### config.mk
export PLATFORM = sky130hd
export DESIGN_NAME = pin_function_select
export DESIGN_NICKNAME = d
export VERILOG_FILES = /design/src/common/pin_function_pkg.sv /design/src/design/off_delay_timer.sv /design/src/design/pin_function_select.sv
export SDC_FILE = /design/constraint.sdc
export NUM_CORES = 1
export LEC_CHECK = 0
export BUFFER_PORTS_ARGS = -buffer_cell sky130_fd_sc_hd__buf_2
export CORE_UTILIZATION = 45
export DETAILED_ROUTE_END_ITERATION = 10
export GPL_ROUTABILITY_DRIVEN = 0
export GPL_TIMING_DRIVEN = 0
export PLACE_DENSITY = 0.67
export REMOVE_ABC_BUFFERS = 1
export SLEW_MARGIN = 20
export SYNTH_ARGS = -nofsm -noshare
export SYNTH_HDL_FRONTEND = slang
export SYNTH_SLANG_ARGS = --single-unit
export TNS_END_PERCENT = 100
### constraint.sdc
create_clock -name clk_i -period 5.9 [get_ports clk_i]
set_input_delay 0 -clock clk_i [delete_from_list [all_inputs] [get_ports clk_i]]
set_output_delay 0 -clock clk_i [all_outputs]
set_load 0.05 [all_outputs]
### src/common/pin_function_pkg.sv
// Notes on behaviour
// (RULE1) Third pin function field is bits 8:6, reset code 000b, arbitration.
// (RULE2) Code 000b: third pin is a tri-state arbitration line, never driven together.
// (RULE3) Code 001b: third pin is enable input; high enables, low disables.
// (RULE4) Code 010b: third pin pulled low open-drain once a port is attached.
// (RULE5) Code 011b: third pin high after enable falls, floats after 22 minutes.
// (RULE6) Code 101b: third pin pulled low while third contract selected; 100b orientation.
// (RULE7) Code 111b: third pin 10 kHz PWM current limit; 110b current sense.
// (RULE8) Board supplies a pull-up on the third pin for the PWM function.
// (RULE9) Second pin function field is bits 5:3, reset code 110b, power sharing.
// (RULE10) Code 000b: second pin asserted to enable 12 V in QC2.0 mode.
// (RULE11) Code 001b: second pin low for first CC line, released for second.
// (RULE12) Second pin: 010b held low, 110b power sharing, 111b battery sense.
// (RULE13) First pin function field is bits 2:0, reset code 001b, interrupt input.
// (RULE14) Code 000b: first pin low while second contract selected or 9 V asked; the code honours 9 V only in QC2.0 mode.
// (RULE15) Code 001b: first pin high impedance, monitored as converter alert input.
// (RULE16) First pin held low at 010b, released open-drain at 011b.
// (RULE17) Code 100b: first pin drives voltage select; higher codes reserved.
// (RULE18) Control register is read/write at register index 0x0D.
// (RULE19) Reserved codes leave the pin high impedance with no function.
package pin_function_pkg;

  localparam logic [7:0]  CTL_INDEX    = 8'h0D;
  localparam logic [7:0]  STAT_INDEX   = 8'h10;
  localparam logic [7:0]  DUTY_INDEX   = 8'h11;
  localparam logic [7:0]  CTL_ADDR     = {CTL_INDEX[5:0], 2'b00};
  localparam logic [7:0]  STAT_ADDR    = {STAT_INDEX[5:0], 2'b00};
  localparam logic [7:0]  DUTY_ADDR    = {DUTY_INDEX[5:0], 2'b00};

  localparam int unsigned FN_W         = 3;
  localparam int unsigned F3_LSB       = 6;
  localparam int unsigned F2_LSB       = 3;
  localparam int unsigned F1_LSB       = 0;
  localparam logic [15:0] CTL_RESET    = 16'h0031;
  localparam logic [7:0]  DUTY_RESET   = 8'h80;

  localparam logic [2:0]  CONTRACT_SECOND = 3'h2;
  localparam logic [2:0]  CONTRACT_THIRD  = 3'h3;

  localparam longint unsigned CLK_HZ        = 64'd125_000_000;
  localparam longint unsigned OFF_DELAY_MIN = 64'd22;
  localparam longint unsigned OFF_DELAY_CYC = OFF_DELAY_MIN * 64'd60 * CLK_HZ;
  localparam int unsigned     TIMER_W       = 38;
  localparam longint unsigned PWM_FREQ_HZ   = 64'd10_000;
  localparam int unsigned     PWM_PERIOD_CYC = 32'(CLK_HZ / PWM_FREQ_HZ);
  localparam int unsigned     PWM_W         = 14;

  typedef enum logic [2:0] {
    P3_ARB = 3'h0, P3_ENABLE = 3'h1, P3_ATTACH = 3'h2, P3_OFF_DELAY = 3'h3,
    P3_ORIENT = 3'h4, P3_PDO3 = 3'h5, P3_SENSE = 3'h6, P3_PWM = 3'h7
  } third_fn_t;

  typedef enum logic [2:0] {
    P2_QC12 = 3'h0, P2_ORIENT = 3'h1, P2_LOW = 3'h2, P2_SHARE = 3'h6, P2_BATT = 3'h7
  } second_fn_t;

  typedef enum logic [2:0] {
    P1_PDO2 = 3'h0, P1_ALERT = 3'h1, P1_LOW = 3'h2, P1_OPEN = 3'h3, P1_VSEL = 3'h4
  } first_fn_t;

  typedef struct packed {
    logic out;
    logic oe;
  } pin_drive_t;

  typedef struct packed {
    logic       alert;
    logic       arb_owned;
    logic       delay_hold;
    logic       enabled;
    logic [2:0] pin_level;
  } status_t;

endpackage

### src/design/off_delay_timer.sv
`timescale 1ns/1ns
module off_delay_timer
  import pin_function_pkg::*;
#(
  parameter longint unsigned HOLD_CYC = OFF_DELAY_CYC
) (
  input  wire logic clk_i,     // System clock
  input  wire logic rst_i,     // Synchronous reset, active high
  input  wire logic arm_i,     // Off-delay function selected
  input  wire logic enable_i,  // Enable level
  output logic      hold_o     // Keep the output driven high
);

  logic [TIMER_W-1:0] cnt;
  wire                last = cnt == TIMER_W'(HOLD_CYC - 64'd1);

  // Restart on every enable; count only after it has fallen
  always_ff @(posedge clk_i) begin
    if (rst_i || !arm_i) begin
      cnt    <= '0;
      hold_o <= 1'b0;
    end else if (enable_i) begin
      cnt    <= '0;
      hold_o <= 1'b1;
    end else if (hold_o) begin
      cnt    <= cnt + TIMER_W'(1);
      hold_o <= !last;  // see RULE5
    end
  end

endmodule

### src/design/pin_function_select.sv
// Chosen here: the address map and the Wishbone register port.
`timescale 1ns/1ns
module pin_function_select
  import pin_function_pkg::*;
#(
  parameter longint unsigned OFF_DELAY_CYCLES = OFF_DELAY_CYC,
  parameter int unsigned     PWM_PERIOD       = PWM_PERIOD_CYC
) (
  input  wire logic        clk_i,                           // System clock
  input  wire logic        rst_i,                           // Sync reset
  input  wire logic        wb_cyc_i,                        // Bus cycle
  input  wire logic        wb_stb_i,                        // Strobe
  input  wire logic        wb_we_i,                         // Write
  input  wire logic [7:0]  wb_adr_i,                        // Byte address
  input  wire logic [3:0]  wb_sel_i,                        // Byte lanes
  input  wire logic [31:0] wb_dat_i,                        // Write data
  output logic      [31:0] wb_dat_o,                        // Read data
  output logic             wb_ack_o,                        // Acknowledge
  input  wire logic        third_multi_pin_i,               // Pad level
  output logic             third_multi_pin_o,               // Pad drive value
  output logic             third_multi_pin_oe_o,            // Pad drive enable
  input  wire logic        second_multi_pin_i,              // Pad level
  output logic             second_multi_pin_o,              // Pad drive value
  output logic             second_multi_pin_oe_o,           // Pad drive enable
  input  wire logic        first_multi_pin_i,               // Pad level
  output logic             first_multi_pin_o,               // Pad drive value
  output logic             first_multi_pin_oe_o,            // Pad drive enable
  input  wire logic        attached_i,                      // Port attached
  input  wire logic        cc_second_i,                     // Second CC line in use
  input  wire logic [2:0]  contract_sel_i,                  // Selected contract
  input  wire logic        qc2_mode_i,                      // QC2.0 mode active
  input  wire logic        quick_twelve_volt_enable_i,      // 12 V asked
  input  wire logic        quick_nine_volt_enable_i,        // 9 V asked
  input  wire logic        voltage_select_line_one_i,       // Select level
  input  wire logic        power_budget_share_claim_i,      // Claim share line
  input  wire logic        bus_master_arbitration_claim_i,  // Want bus
  input  wire logic        ext_enable_i,                    // Enable from other pin
  output logic             device_enable_o,                 // Device enabled
  output logic             bus_master_arbitration_grant_o,  // Bus owned
  output logic             converter_alert_seen_o,          // Alert asserted
  output logic             power_budget_share_level_o,      // Share line level
  output logic             battery_level_sense_o,           // Battery sense level
  output logic             line_drop_current_sense_o        // Sense pin level
);

  logic [15:0]      ctl;
  logic [7:0]       duty;
  logic [2:0]       sync1;
  logic [2:0]       pad_lvl;
  logic [PWM_W-1:0] pwm_cnt;
  logic             delay_hold;
  pin_drive_t       next_p3;
  pin_drive_t       next_p2;
  pin_drive_t       next_p1;
  status_t          stat;

  third_fn_t  fn3;
  second_fn_t fn2;
  first_fn_t  fn1;
  assign fn3 = third_fn_t'(ctl[F3_LSB +: FN_W]);
  assign fn2 = second_fn_t'(ctl[F2_LSB +: FN_W]);
  assign fn1 = first_fn_t'(ctl[F1_LSB +: FN_W]);

  // Pad inputs cross into the clock domain through two flops each
  wire [2:0] pad_raw = {third_multi_pin_i, second_multi_pin_i, first_multi_pin_i};
  for (genvar i = 0; i < 3; i++) begin : g_sync
    always_ff @(posedge clk_i) begin
      if (rst_i) begin
        sync1[i]   <= 1'b1;
        pad_lvl[i] <= 1'b1;
      end else begin
        sync1[i]   <= pad_raw[i];
        pad_lvl[i] <= sync1[i];
      end
    end
  end

  // Wishbone slave: one wait state, unmapped reads return zero
  wire        req      = wb_cyc_i && wb_stb_i && !wb_ack_o;
  // Writes land at the edge on which the master sees ack
  wire        wr       = wb_cyc_i && wb_stb_i && wb_we_i && wb_ack_o;
  wire        hit_ctl  = wb_adr_i == CTL_ADDR;
  wire        hit_stat = wb_adr_i == STAT_ADDR;
  wire        hit_duty = wb_adr_i == DUTY_ADDR;
  wire [31:0] rd_word  = hit_ctl  ? {16'h0000, ctl} :
                         hit_stat ? {25'h0000000, stat} :
                         hit_duty ? {24'h000000, duty} : 32'h00000000;

  always_ff @(posedge clk_i) begin
    if (rst_i) begin
      wb_ack_o <= 1'b0;
      wb_dat_o <= 32'h00000000;
    end else begin
      wb_ack_o <= req;
      wb_dat_o <= req ? rd_word : 32'h00000000;
    end
  end

  always_ff @(posedge clk_i) begin
    if (rst_i) begin
      ctl  <= CTL_RESET;  // see RULE1 RULE9 RULE13
      duty <= DUTY_RESET;
    end else begin
      if (wr && hit_ctl && wb_sel_i[0]) ctl[7:0] <= wb_dat_i[7:0];  // see RULE18
      if (wr && hit_ctl && wb_sel_i[1]) ctl[15:8] <= wb_dat_i[15:8];
      if (wr && hit_duty && wb_sel_i[0]) duty <= wb_dat_i[7:0];
    end
  end

  // Enable level comes from the third pin only in its enable mode
  wire en_level = (fn3 == P3_ENABLE) ? pad_lvl[2] : ext_enable_i;  // see RULE3

  off_delay_timer #(
    .HOLD_CYC (OFF_DELAY_CYCLES)
  ) u_off_delay (
    .clk_i    (clk_i),
    .rst_i    (rst_i),
    .arm_i    (fn3 == P3_OFF_DELAY),
    .enable_i (en_level),
    .hold_o   (delay_hold)
  );

  // Free-running PWM; the pin is released for the high part of the period
  wire [21:0]      pwm_prod = 22'(14'(PWM_PERIOD)) * 22'(duty);
  wire [PWM_W-1:0] pwm_high = pwm_prod[21:8];
  wire             pwm_wrap = pwm_cnt == PWM_W'(PWM_PERIOD - 1);
  wire             pwm_low  = pwm_cnt >= pwm_high;

  always_ff @(posedge clk_i) begin
    if (rst_i) pwm_cnt <= '0;
    else pwm_cnt <= pwm_wrap ? '0 : pwm_cnt + PWM_W'(1);  // see RULE7
  end

  // Take the line only while it is seen high, then keep it while claimed
  wire next_arb = (fn3 == P3_ARB) && bus_master_arbitration_claim_i &&
                  (bus_master_arbitration_grant_o || pad_lvl[2]);  // see RULE2
  wire pdo3_sel = contract_sel_i == CONTRACT_THIRD;
  wire pdo2_pull = (contract_sel_i == CONTRACT_SECOND) ||
                   (qc2_mode_i && quick_nine_volt_enable_i);
  wire qc12_level = qc2_mode_i && quick_twelve_volt_enable_i;

  always_comb begin
    next_p3 = '{out: 1'b0, oe: 1'b0};
    unique case (fn3)
      P3_ARB:       next_p3.oe = next_arb;  // see RULE2
      P3_ENABLE:    next_p3.oe = 1'b0;  // see RULE3
      P3_ATTACH:    next_p3.oe = attached_i;  // see RULE4
      P3_OFF_DELAY: next_p3 = '{out: delay_hold, oe: delay_hold};  // see RULE5
      P3_ORIENT:    next_p3.oe = !cc_second_i;  // see RULE6
      P3_PDO3:      next_p3.oe = pdo3_sel;  // see RULE6
      P3_SENSE:     next_p3.oe = 1'b0;  // see RULE7
      P3_PWM:       next_p3.oe = pwm_low;  // see RULE7
    endcase
  end

  always_comb begin
    next_p2 = '{out: 1'b0, oe: 1'b0};
    unique case (fn2)
      P2_QC12:   next_p2 = '{out: qc12_level, oe: 1'b1};  // see RULE10
      P2_ORIENT: next_p2.oe = !cc_second_i;  // see RULE11
      P2_LOW:    next_p2.oe = 1'b1;  // see RULE12
      P2_SHARE:  next_p2.oe = power_budget_share_claim_i;  // see RULE12
      P2_BATT:   next_p2.oe = 1'b0;  // see RULE12
      default:   next_p2.oe = 1'b0;  // see RULE19
    endcase
  end

  always_comb begin
    next_p1 = '{out: 1'b0, oe: 1'b0};
    unique case (fn1)
      P1_PDO2:  next_p1.oe = pdo2_pull;  // see RULE14
      P1_ALERT: next_p1.oe = 1'b0;  // see RULE15
      P1_LOW:   next_p1.oe = 1'b1;  // see RULE16
      P1_OPEN:  next_p1.oe = 1'b0;  // see RULE16
      P1_VSEL:  next_p1 = '{out: voltage_select_line_one_i, oe: 1'b1};  // see RULE17
      default:  next_p1.oe = 1'b0;  // see RULE19
    endcase
  end

  always_ff @(posedge clk_i) begin
    if (rst_i) begin
      {third_multi_pin_o, third_multi_pin_oe_o}   <= 2'b00;
      {second_multi_pin_o, second_multi_pin_oe_o} <= 2'b00;
      {first_multi_pin_o, first_multi_pin_oe_o}   <= 2'b00;
    end else begin
      {third_multi_pin_o, third_multi_pin_oe_o}   <= next_p3;
      {second_multi_pin_o, second_multi_pin_oe_o} <= next_p2;
      {first_multi_pin_o, first_multi_pin_oe_o}   <= next_p1;
    end
  end

  // Levels seen on input-mode pins, reported only in the matching mode; device_enable_o follows ext_enable_i outside the enable mode
  always_ff @(posedge clk_i) begin
    if (rst_i) begin
      device_enable_o                <= 1'b0;
      bus_master_arbitration_grant_o <= 1'b0;
      converter_alert_seen_o         <= 1'b0;
      power_budget_share_level_o     <= 1'b0;
      battery_level_sense_o          <= 1'b0;
      line_drop_current_sense_o      <= 1'b0;
    end else begin
      device_enable_o                <= en_level;  // see RULE3
      bus_master_arbitration_grant_o <= next_arb;
      converter_alert_seen_o         <= (fn1 == P1_ALERT) && !pad_lvl[0];  // see RULE15
      power_budget_share_level_o     <= (fn2 == P2_SHARE) && pad_lvl[1];
      battery_level_sense_o          <= (fn2 == P2_BATT) && pad_lvl[1];
      line_drop_current_sense_o      <= (fn3 == P3_SENSE) && pad_lvl[2];
    end
  end

  assign stat = '{alert: converter_alert_seen_o, arb_owned: bus_master_arbitration_grant_o,
                  delay_hold: delay_hold, enabled: device_enable_o, pin_level: pad_lvl};
endmodule

=== Word level (Yosys, flattened, before mapping) ===
Index checks and enable logic that the tools add are counted.

* Register bits: 128
* Bits of input ports: 64
* Output and inout bits: 45
* Logic and storage cells: 103

* Add/subtract/negate cells: 2
* Multiply operators: 1
* $lt $le $gt $ge: 1
* Equality and inequality tests: 21
* Muxes and demuxes: 9
* Bitwise logic cells: 4
* Reductions and logical operators: 38

{| class="wikitable"
|+ Operator list
! operator !! count
|-
| adder 38 x 1 -> 38 bit, second input constant || 1
|-
| equality test 38 bit, second input constant || 1
|-
| equality test 3 bit, second input constant || 7
|-
| multiplier 12 x 8 -> 20 bit, first input constant || 1
|-
| equality test 3 x 2 -> 1 bit, second input constant || 6
|-
| OR reduction 2 bit || 9
|-
| logical AND 1 bit || 17
|-
| equality test 8 x 7 -> 1 bit, second input constant || 2
|-
| 2-to-1 mux 16 bit || 1
|-
| 2-to-1 mux 8 bit || 2
|-
| adder 14 x 1 -> 14 bit, second input constant || 1
|-
| equality test 14 bit, second input constant || 1
|-
| greater-or-equal comparator 14 bit || 1
|-
| equality test 3 x 1 -> 1 bit, second input constant || 3
|-
| logical NOT 3 bit || 3
|-
| equality test 8 x 6 -> 1 bit, second input constant || 1
|-
| one-hot mux 1 bit (7 select lines) || 1
|-
| logical NOT 1 bit || 5
|-
| NOT 1 bit || 4
|-
| OR reduction 4 bit || 1
|-
| logical OR 1 bit || 3
|-
| 2-to-1 mux 1 bit || 3
|-
| one-hot mux 1 bit (3 select lines) || 1
|-
| one-hot mux 1 bit (2 select lines) || 1
|}

=== Depth between registers and ports, before layout ===
Gate-level depths: netlist of the first run.

* Depth after elaboration: 5
* Depth in mapped cells: 21
* Depth with buffers taken out: 21

=== Hierarchy ===
A second synthesis of the first run with hierarchy kept.

* Cells, all modules: 695
* Area, all modules: 6353.6 sq um

{| class="wikitable"
|+ By module, submodules not included
! module !! times used !! cells an instance !! area an instance (sq um) !! seq. area each (sq um)
|-
| pin_function_select || 1 || 463 || 4408.0 || 1461.4
|-
| off_delay_timer || 1 || 232 || 1945.6 || 780.7
|}

=== Least setup slack after synthesis of the first run ===
Ideal clock, no wire load.

* Kind: register to register
* Start: register duty[4]
* End: register third_multi_pin_oe_o
* Library setup time: 134 ps
* Arrival time: 4448 ps
* Data required time: 5766 ps
* Slack: 1317 ps
* Cell stages (with the launch flop): 22
* Path buffers: 0
* Clock period less this slack: 4583 ps
* Cells stage by stage: dfxtp_1 > ha_1 > ha_1 > inv_1 > fa_1 > inv_1 > fa_1 > ha_1 > and4_1 > nand2_1 > a21oi_1 > a41oi_1 > o21ba_2 > o21ai_0 > nand2b_1 > ha_1 > a21o_1 > a21o_1 > a21oi_1 > o221ai_1 > a21oi_1 > a211oi_1

* Longest elaborated chain between the ends: 3

{| class="wikitable"
|+ RTL lines
! item !! line !! source
|-
| start, declared || pin_function_select.sv:47 || <nowiki>logic [7:0] duty;</nowiki>
|-
| start signal, assigned || pin_function_select.sv:106 || <nowiki>if (wr && hit_duty && wb_sel_i[0]) duty <= wb_dat_i[7:0];</nowiki>
|-
| multiplier 12 x 8 -> 20 bit || pin_function_select.sv:124 || <nowiki>wire [21:0] pwm_prod = 22'(14'(PWM_PERIOD)) * 22'(duty);</nowiki>
|-
| greater-or-equal comparator 14 bit || pin_function_select.sv:127 || <nowiki>wire pwm_low = pwm_cnt >= pwm_high;</nowiki>
|-
| one-hot mux 1 bit (7 select lines) || pin_function_select.sv:144 || <nowiki>unique case (fn3)</nowiki>
|-
| end signal, assigned || pin_function_select.sv:186 || <nowiki>{third_multi_pin_o, third_multi_pin_oe_o} <= next_p3;</nowiki>
|-
| end, declared || pin_function_select.sv:21 || <nowiki>output logic third_multi_pin_oe_o,</nowiki>
|}

No other way between the ends.
A chain may end at the register's enable or synchronous reset.

=== Worst setup path after layout of the first run ===
* Start: register duty[2]
* End: register third_multi_pin_oe_o

Same word-level chain as after synthesis.

==> metrics.md, run 1 <==
| Metric | Value |
|---|---|
| Layout cells sized above 1 | `0.140` |
| P_int | `1.17 mW` |
| Die Width | `118 um` |
| CP endpoint kind | `register` |
| Clock slew at reported path FFs | `0.08 ns` |
| Unique masters post-synth | `54` |
| Port Buffers | `74` |
| Most frequent cells in the layout | `dfxtp_1 (112), nor2_1 (105), buf_2 (74), ha_1 (65), xor2_1 (39)` |
| Pwr dens | `215 nW/um2` |
| Vias per Instance | `5.22` |
| Final WS setup | `0.692 ns` |
| Switching Fraction | `0.230` |
| Utilization after layout | `0.538` |
| Slowest-stage cell, CP | `dfxtp_1` |
| Fill count | `1199` |
| CTS Buffer Depth | `2` |
| Cell mode on critical path | `ha_1` |
| Period minus WS final | `5.21 ns` |
| Dpl ws | `0.718 ns` |
| Initial DRC Count | `280` |
| Initial cell density of the core | `0.461` |
| Crit Path Max Fanout | `6` |
| Hold Vio Cnt, Final | `0` |
| Num CTS Buffers | `9` |
| Drt first pass iters | `5` |
| Setup TNS | `0 ns` |
| Core area | `13200 um2` |
| TritonCTS clock tree | `done` |
| # rows | `42` |
| Synth Instances | `657` |
| # IOs | `109` |
| Number of routed nets with antenna violations | `0` |
| # placed instances | `889` |
| Layout Area Growth over Synthesis | `16.6%` |
| Unrepaired setup endpoints after global routing | `false` |
| Gr ovfl total | `0` |
| Clk sinks | `112` |
| FF+latch count, synth | `112` |
| Hold Startpoint | `cc_second_i` |
| Comb power frac | `0.056` |
| Fmax | `0.192 GHz` |
| Final Instance Count excl. Fillers | `928` |
| Net switching power | `351 uW` |
| Vias in the first global route | `4721` |
| Crit start category | `register` |
| Global-route wire length before repair | `21.6 mm` |
| Clock power share | `0.441` |
| Worst-path cell chain | `ha_1 -> ha_1 -> inv_1 -> fa_1 -> inv_1 -> fa_1 -> ha_1 -> and4_1 -> nand2_1 -> a21oi_1 -> a41oi_1 -> o21ai_0 -> nand2b_1 -> ha_1 -> a21o_1 -> a21o_1 -> a21oi_1 -> o221ai_1 -> a21oi_1 -> a211oi_1` |
| YS warnings | `0` |
| Die Area | `14000 um2` |
| Largest net degree at the start of global routing | `46` |
| End of the worst register-to-register path | `third_multi_pin_oe_o` |
| Worst path max stage delay | `0.49 ns` |
| Antenna Cells | `0` |
| Antenna violations before repair | `0` |
| Die Y | `118 um` |
| Hold Path Class | `in2reg` |
| H-tree depth | `3` |
| CP startpoint | `duty[2]` |
| Clk_skew | `0.00643 ns` |
| Routed vias | `4841` |
| CP Class | `reg2reg` |
| Avg Inst Size Synth | `9.26 um2` |
| Main synth FF type | `dfxtp_1` |
| Status | `complete, no violations` |
| Clk_lat worst skew | `0.36 ns` |
| Final Max Tran Viols | `0` |
| Leakage | `3.19 nW` |
| R2r startpoint | `duty[2]` |
| Post-layout nets | `887` |
| Hold Path Depth | `4` |
| Commonest non-fill, non-tap cell in the layout | `dfxtp_1` |
| Ys async rst share | `0` |
| Wirelength, routed | `12.9 mm` |
| HPWL after DPL | `9.54 mm` |
| Reg2Reg Depth | `20` |
| Total GRT Usage | `0.192` |
| Residual DRC count | `0` |
| R2R Setup Slk | `0.69 ns` |
| Worst Max-Slew Pin Slew | `0.970 ns` |
| Avg WL per Cell | `13.9 um` |
| Max-slew headroom | `0.352` |
| Crit path arrival time | `5.42 ns` |
| Post-Syn Area | `6080 um2` |
| Root Driver | `clkbuf_16` |
| Number of synthesized flops with an enable pin | `0` |
| Max Cap Viol | `0` |
| Sequential Power Share | `0.503` |
| Required @ worst endpoint | `6.11 ns` |
| Maximum vdd drop | `0.141 mV` |
| Hold Path End | `second_multi_pin_oe_o` |
| Sequential-to-total area share from yosys stat | `0.369` |
| Total Power | `1.52 mW` |
| Fin crit share | `0.883` |
| Setup violations, final | `0` |
| Postcts setup bufs | `0` |
[worst max-delay path by stage]
stage / endpoint / depth (start not counted)
after global routing: third_multi_pin_oe_o / 21
final: third_multi_pin_oe_o / 20
after global placement: third_multi_pin_oe_o / 20
after detailed placement: third_multi_pin_oe_o / 20
after floorplan: third_multi_pin_oe_o / 21
after CTS: third_multi_pin_oe_o / 20
[through the flow]
stage	area, um2	hold slack, ns
2_1_floorplan	5940	0.0724
3_3_place_gp	6530	0.187
3_5_place_dp	6530	0.189
4_1_cts	7090	0.0116
5_1_grt	7090	0.00689
6_report	7090	0.000271
[critical path, delay by kind of cell (launching register included)]
family          cells  cell delay (ns)
compound gates      9             1.82
fa+ha+maj           6             2.15
buf+inv             2             0.10
flops               1             0.49
simple gates        3             0.48
[metal layers]
metal / vias to the layer above / GRT usage / wire length [um]
li1: 2425 / - / -
met1: 2314 / 0.225 / 5690
met2: 88 / 0.346 / 6570
met3: 14 / 0.0454 / 459
met4: 0 / 0.0529 / 167
met5: - / 0 / 0
[state kept, by name (all words and copies together) (netlist names)]
signal / flops
duty: 8
pad_lvl: 3
first_multi_pin_o: 1
power_budget_share_level_o: 1
converter_alert_seen_o: 1
u_off_delay.cnt: 38
third_multi_pin_o: 1
wb_dat_o: 16
sync1: 3
device_enable_o: 1
second_multi_pin_oe_o: 1
u_off_delay.hold_o: 1
third_multi_pin_oe_o: 1
bus_master_arbitration_grant_o: 1
second_multi_pin_o: 1
wb_ack_o: 1
battery_level_sense_o: 1
pwm_cnt: 14
ctl: 16
first_multi_pin_oe_o: 1
line_drop_current_sense_o: 1
[power by group through the flow]
stage | registers, mW | clock network, mW | logic, mW
after floorplan | 0.791 | 0 | 0.0371
after global placement | 0.784 | 0 | 0.0713
after detailed placement | 0.784 | 0 | 0.0725
after CTS | 0.766 | 0.683 | 0.0846
after global routing | 0.767 | 0.713 | 0.0910
final | 0.766 | 0.672 | 0.0848
[timing repair]
action                    4_1_cts  5_1_grt
hold buffers                   23        0
hold endpoints to repair       30        0
resized for setup               0        0
[kinds of logic (layout without fill, tap and decap cells)]
logic type,count (synthesis),after routing,share of synthesized area
adders and majority gates,76,76,0.170
xor gates and xnor gates,56,56,0.0806
muxes,23,23,0.0381
buffers and inverters,64,144,0.0520
DFF,112,112,0.369
and+or+nand+nor,261,261,0.215
other,1,16,0.000617
AOI/OAI and AO/OA,64,64,0.0749
[synth_stat cells (16+ instances only)]
| cell type | instances | area (um2) |
|---|---|---|
| dfxtp_1 | 112 | 2240 |
| nor2_1 | 105 | 394 |
| ha_1 | 65 | 813 |
| xor2_1 | 39 | 342 |
| nand2_1 | 32 | 120 |
| inv_1 | 31 | 116 |
| nand3_1 | 23 | 115 |
| mux2i_1 | 22 | 220 |
| nand4_1 | 20 | 125 |
| xnor2_1 | 17 | 149 |
| buf_4 | 16 | 120 |
[final cells by class]
cell class | count | area, um2 | area share
Timing Repair Buffer | 97 | 601 | 0.0847
Tap cell | 176 | 220 | 0.0311
Sequential cell | 112 | 2240 | 0.316
Multi-Input combinational cell | 496 | 3580 | 0.505
Clock buffer | 10 | 229 | 0.0323
Inverter | 31 | 116 | 0.0164
Clock inverter | 6 | 100 | 0.0141
No activity file was read; power rests on OpenSTA's default activity.
==> inputs of run 2 (changes only) <==
--- a/config.mk
+++ b/config.mk
@@ -5,12 +5,13 @@
 export SDC_FILE = /design/constraint.sdc
 export NUM_CORES = 1
 export LEC_CHECK = 0
+export ABC_AREA = 1
 export BUFFER_PORTS_ARGS = -buffer_cell sky130_fd_sc_hd__buf_2
 export CORE_UTILIZATION = 45
 export DETAILED_ROUTE_END_ITERATION = 10
 export GPL_ROUTABILITY_DRIVEN = 0
 export GPL_TIMING_DRIVEN = 0
-export PLACE_DENSITY = 0.67
+export PLACE_DENSITY = 0.66
 export REMOVE_ABC_BUFFERS = 1
 export SLEW_MARGIN = 20
 export SYNTH_ARGS = -nofsm -noshare
==> metrics.md, run 2 <==
| Metric | Value |
|---|---|
| YS warnings | `0 (unchanged)` |
| Utilization after layout | `0.542 (+0.00433)` |
| Die Area | `15800 um2 (+13%)` |
| Most frequent cells in the layout | `nand2_1 (190), nor2_1 (157), inv_1 (112), dfxtp_1 (112), buf_2 (74)` |
| Post-layout nets | `1204 (+36%)` |
| Final WS setup | `1.15 ns (+0.460 ns)` |
| Worst path buffer plus inverter count | `4 (+2)` |
| CTS Buffer Depth | `2 (unchanged)` |
| Hold Path Class | `in2reg` |
| Core area | `14800 um2 (+12%)` |
| HPWL after DPL | `12.3 mm (+29%)` |
| Maximum vdd drop | `0.161 mV (+14%)` |
| Fin crit share | `0.805 (-0.0779)` |
| Largest registers | `u_off_delay.cnt: 38 flops, ctl: 16 flops, wb_dat_o: 16 flops` |
| Synth top cells by count | `nand2_1 (190), nor2_1 (157), dfxtp_1 (112), inv_1 (112), ha_1 (65)` |
| Synth area leader | `dfxtp_1` |
| # IOs | `109 (unchanged)` |
| Clk_lat worst skew | `0.36 ns (about the same)` |
| Unique masters post-synth | `47 (-13%)` |
| # rows | `44 (+4.8%)` |
| Port Buffers | `74 (unchanged)` |
| Antenna Cells | `0 (unchanged)` |
| M1 wire length | `7.63 mm (+34%)` |
| Slowest-stage cell, CP | `fa_1` |
| Setup TNS | `0 ns (unchanged)` |
| Number of synthesized flops with an enable pin | `0 (unchanged)` |
| Highest routed metal layer | `met4` |
| Hold Path Depth | `5 (+1)` |
| CP Class | `reg2reg` |
| Levels on crit path | `25 (+25%)` |
| Gr ovfl total | `0 (unchanged)` |
| # placed instances | `1205 (+36%)` |
| Layout Area Growth over Synthesis | `15.8%` |
| Dpl ws | `1.23 ns (+0.508 ns)` |
| Period minus WS final | `4.75 ns (-0.460 ns)` |
| FF+latch count, synth | `112 (unchanged)` |
| Delay-heaviest family, CP | `adder cells` |
| Final Instance Count excl. Fillers | `1252 (+35%)` |
| Drt first pass iters | `5 (unchanged)` |
| Final Max Tran Viols | `0 (unchanged)` |
| Total GRT Usage | `0.217 (+0.0250)` |
| Vias in the first global route | `5976 (+27%)` |
| Sequential Power Share | `0.526 (+0.023)` |
| Metal3 WL | `618 um (+35%)` |
| Layout cells sized above 1 | `0.123 (-0.0170)` |
| Setup violations, final | `0 (unchanged)` |
| Die Y | `126 um (+6.4%)` |
| Synth Instances | `958 (+46%)` |
| Routed vias | `6260 (+29%)` |
| Max reg flops | `38 (unchanged)` |
| Wirelength, routed | `16.2 mm (+26%)` |
| Cell mode on critical path | `nand2_1` |
| Num CTS Buffers | `9 (unchanged)` |
| Crit start category | `register` |
| Max Cap Viol | `0 (unchanged)` |
| Largest net degree at the start of global routing | `32 (-30%)` |
| TritonCTS clock tree | `done` |
| Worst Max-Slew Pin Slew | `1.01 ns (+0.0400 ns)` |
| Finished Cell Area | `8000 um2 (+13%)` |
| Synth area leaders | `dfxtp_1 (32%), ha_1 (12%), nand2_1 (10%), nor2_1 (8.5%), inv_1 (6.1%)` |
| Post-Syn Area | `6900 um2 (+14%)` |
| Pwr dens | `182 nW/um2 (-15%)` |
| Postcts setup bufs | `0 (unchanged)` |
| Initial DRC Count | `394 (+41%)` |
| Antenna violations before repair | `0 (unchanged)` |
| Global-route wire length before repair | `27.8 mm (+28%)` |
| Reg2Reg Depth | `25 (+25%)` |
| H-tree depth | `3 (unchanged)` |
| Worst path max stage delay | `0.53 ns (+0.04 ns)` |
| Hold Slack | `0.0619 ns (+0.0616 ns)` |
| Leakage | `3.62 nW (+14%)` |
| Main synth FF type | `dfxtp_1` |
| Comb power frac | `0.061 (+0.005)` |
| Die Width | `126 um (+6.4%)` |
| Crit Path Max Fanout | `6 (unchanged)` |
| Required @ worst endpoint | `6.21 ns (+0.10 ns)` |
| Commonest non-fill, non-tap cell in the layout | `nand2_1` |
| CP endpoint kind | `register` |
| Clk sinks | `112 (unchanged)` |
| Clk_skew | `0.00652 ns (+0.0000887 ns)` |
| Clock power share | `0.413 (-0.028)` |
| Reg with most FFs | `u_off_delay.cnt` |
| Met2 wire len | `7.70 mm (+17%)` |
| Crit path arrival time | `5.06 ns (-0.36 ns)` |
| R2R Setup Slk | `1.15 ns (+0.46 ns)` |
| Ys async rst share | `0 (unchanged)` |
| Total Power | `1.45 mW (-4.5%)` |
| Status | `complete, no violations` |
| Residual DRC count | `0 (unchanged)` |
| Sequential-to-total area share from yosys stat | `0.325 (-0.0439)` |
| P_int | `1.09 mW (-6.9%)` |
| Unrepaired setup endpoints after global routing | `false` |
| Avg Inst Size Synth | `7.21 um2 (-22%)` |
| Clock slew at reported path FFs | `0.08 ns (about the same)` |
| Switching Fraction | `0.250 (+0.0193)` |
| Net switching power | `363 uW (+3.5%)` |
| Fmax | `0.211 GHz (+9.7%)` |
| Vias per Instance | `5.00 (-4.2%)` |
| Number of routed nets with antenna violations | `0 (unchanged)` |
| Placed Area | `7390 um2 (+13%)` |
| Most numerous cell in the Yosys netlist | `nand2_1` |
| Synth top area share | `0.325 (-0.0439)` |
| Hold Vio Cnt, Final | `0 (unchanged)` |
| Max-slew headroom | `0.326 (-0.0261)` |
| Initial cell density of the core | `0.468 (+0.00684)` |
| Root Driver | `clkbuf_16` |
| Avg WL per Cell | `13.0 um (-6.6%)` |
-- run 2: cell types whose count changed after synthesis, moves of 9 or more --
cell,before,now
inv_1,31,112
and3_1,15,2
and2_1,13,1
xor2_1,39,14
mux2i_1,22,0
a21oi_1,15,44
nor3_1,6,21
nand3_1,23,54
xnor2_1,17,7
clkbuf_1,13,4
nor2_1,105,157
nand2_1,32,190
o21ai_0,9,34
-- run 2: logic make-up (layout without fill, tap and decap cells) --
family | after synthesis | in the layout | share of synthesized area
AND/OR/NAND/NOR | 497 | 497 | 0.323
other | 1 | 16 | 0.000543
buffers and inverters | 144 | 239 | 0.0890
flip-flops | 112 | 112 | 0.325
XOR/XNOR | 21 | 21 | 0.0266
AO/OA/AOI/OAI | 107 | 107 | 0.0859
adder cells (fa/ha/maj) | 76 | 76 | 0.150
-- run 2: final timing paths --
kind / startpoint / to
hold reg to reg: sync1[2] / pad_lvl[2]
hold / removal: contract_sel_i[1] / third_multi_pin_oe_o
setup reg to reg: duty[3] / third_multi_pin_oe_o
setup / recovery: duty[3] / third_multi_pin_oe_o
-- run 2: power by group through the flow --
stage	Clock, mW	Sequential, mW	Combinational [mW]
after detailed placement	0	0.783	0.0744
after global placement	0	0.783	0.0740
after global routing	0.648	0.766	0.0974
after CTS	0.614	0.765	0.0889
final	0.600	0.765	0.0894
after floorplan	0	0.791	0.0397
-- run 2: timing repair --
action / 4_1_cts / 5_1_grt
resized for setup: 0 / 0
hold endpoints to repair: 35 / 0
setup endpoints to repair: 0 / 0
hold buffers: 32 / 0
-- run 2: cell type report --
class | instances | area [um2]
clock inverters | 6 | 58.8
well taps | 184 | 230
inverters | 118 | 444
repair buffers | 106 | 691
fillers | 1438 | 6760
clock buffers | 9 | 225
flip-flops and latches | 112 | 2240
multi-input cells | 717 | 4100
-- run 2: per-layer routing --
| metal | GRT usage | vias up |
|---|---|---|
| met5 | 0 | - |
| met4 | 0.0666 | 0 |
| met3 | 0.0399 | 19 |
| met2 | 0.375 | 142 |
| met1 | 0.274 | 2797 |
| li1 | - | 3302 |
-- run 2: worst min-delay path: stages --
cell,delay (ns)
buf_2,0.09
a41oi_1,0.11
nand3_1,0.10
nand2_1,0.05
inv_1,0.04
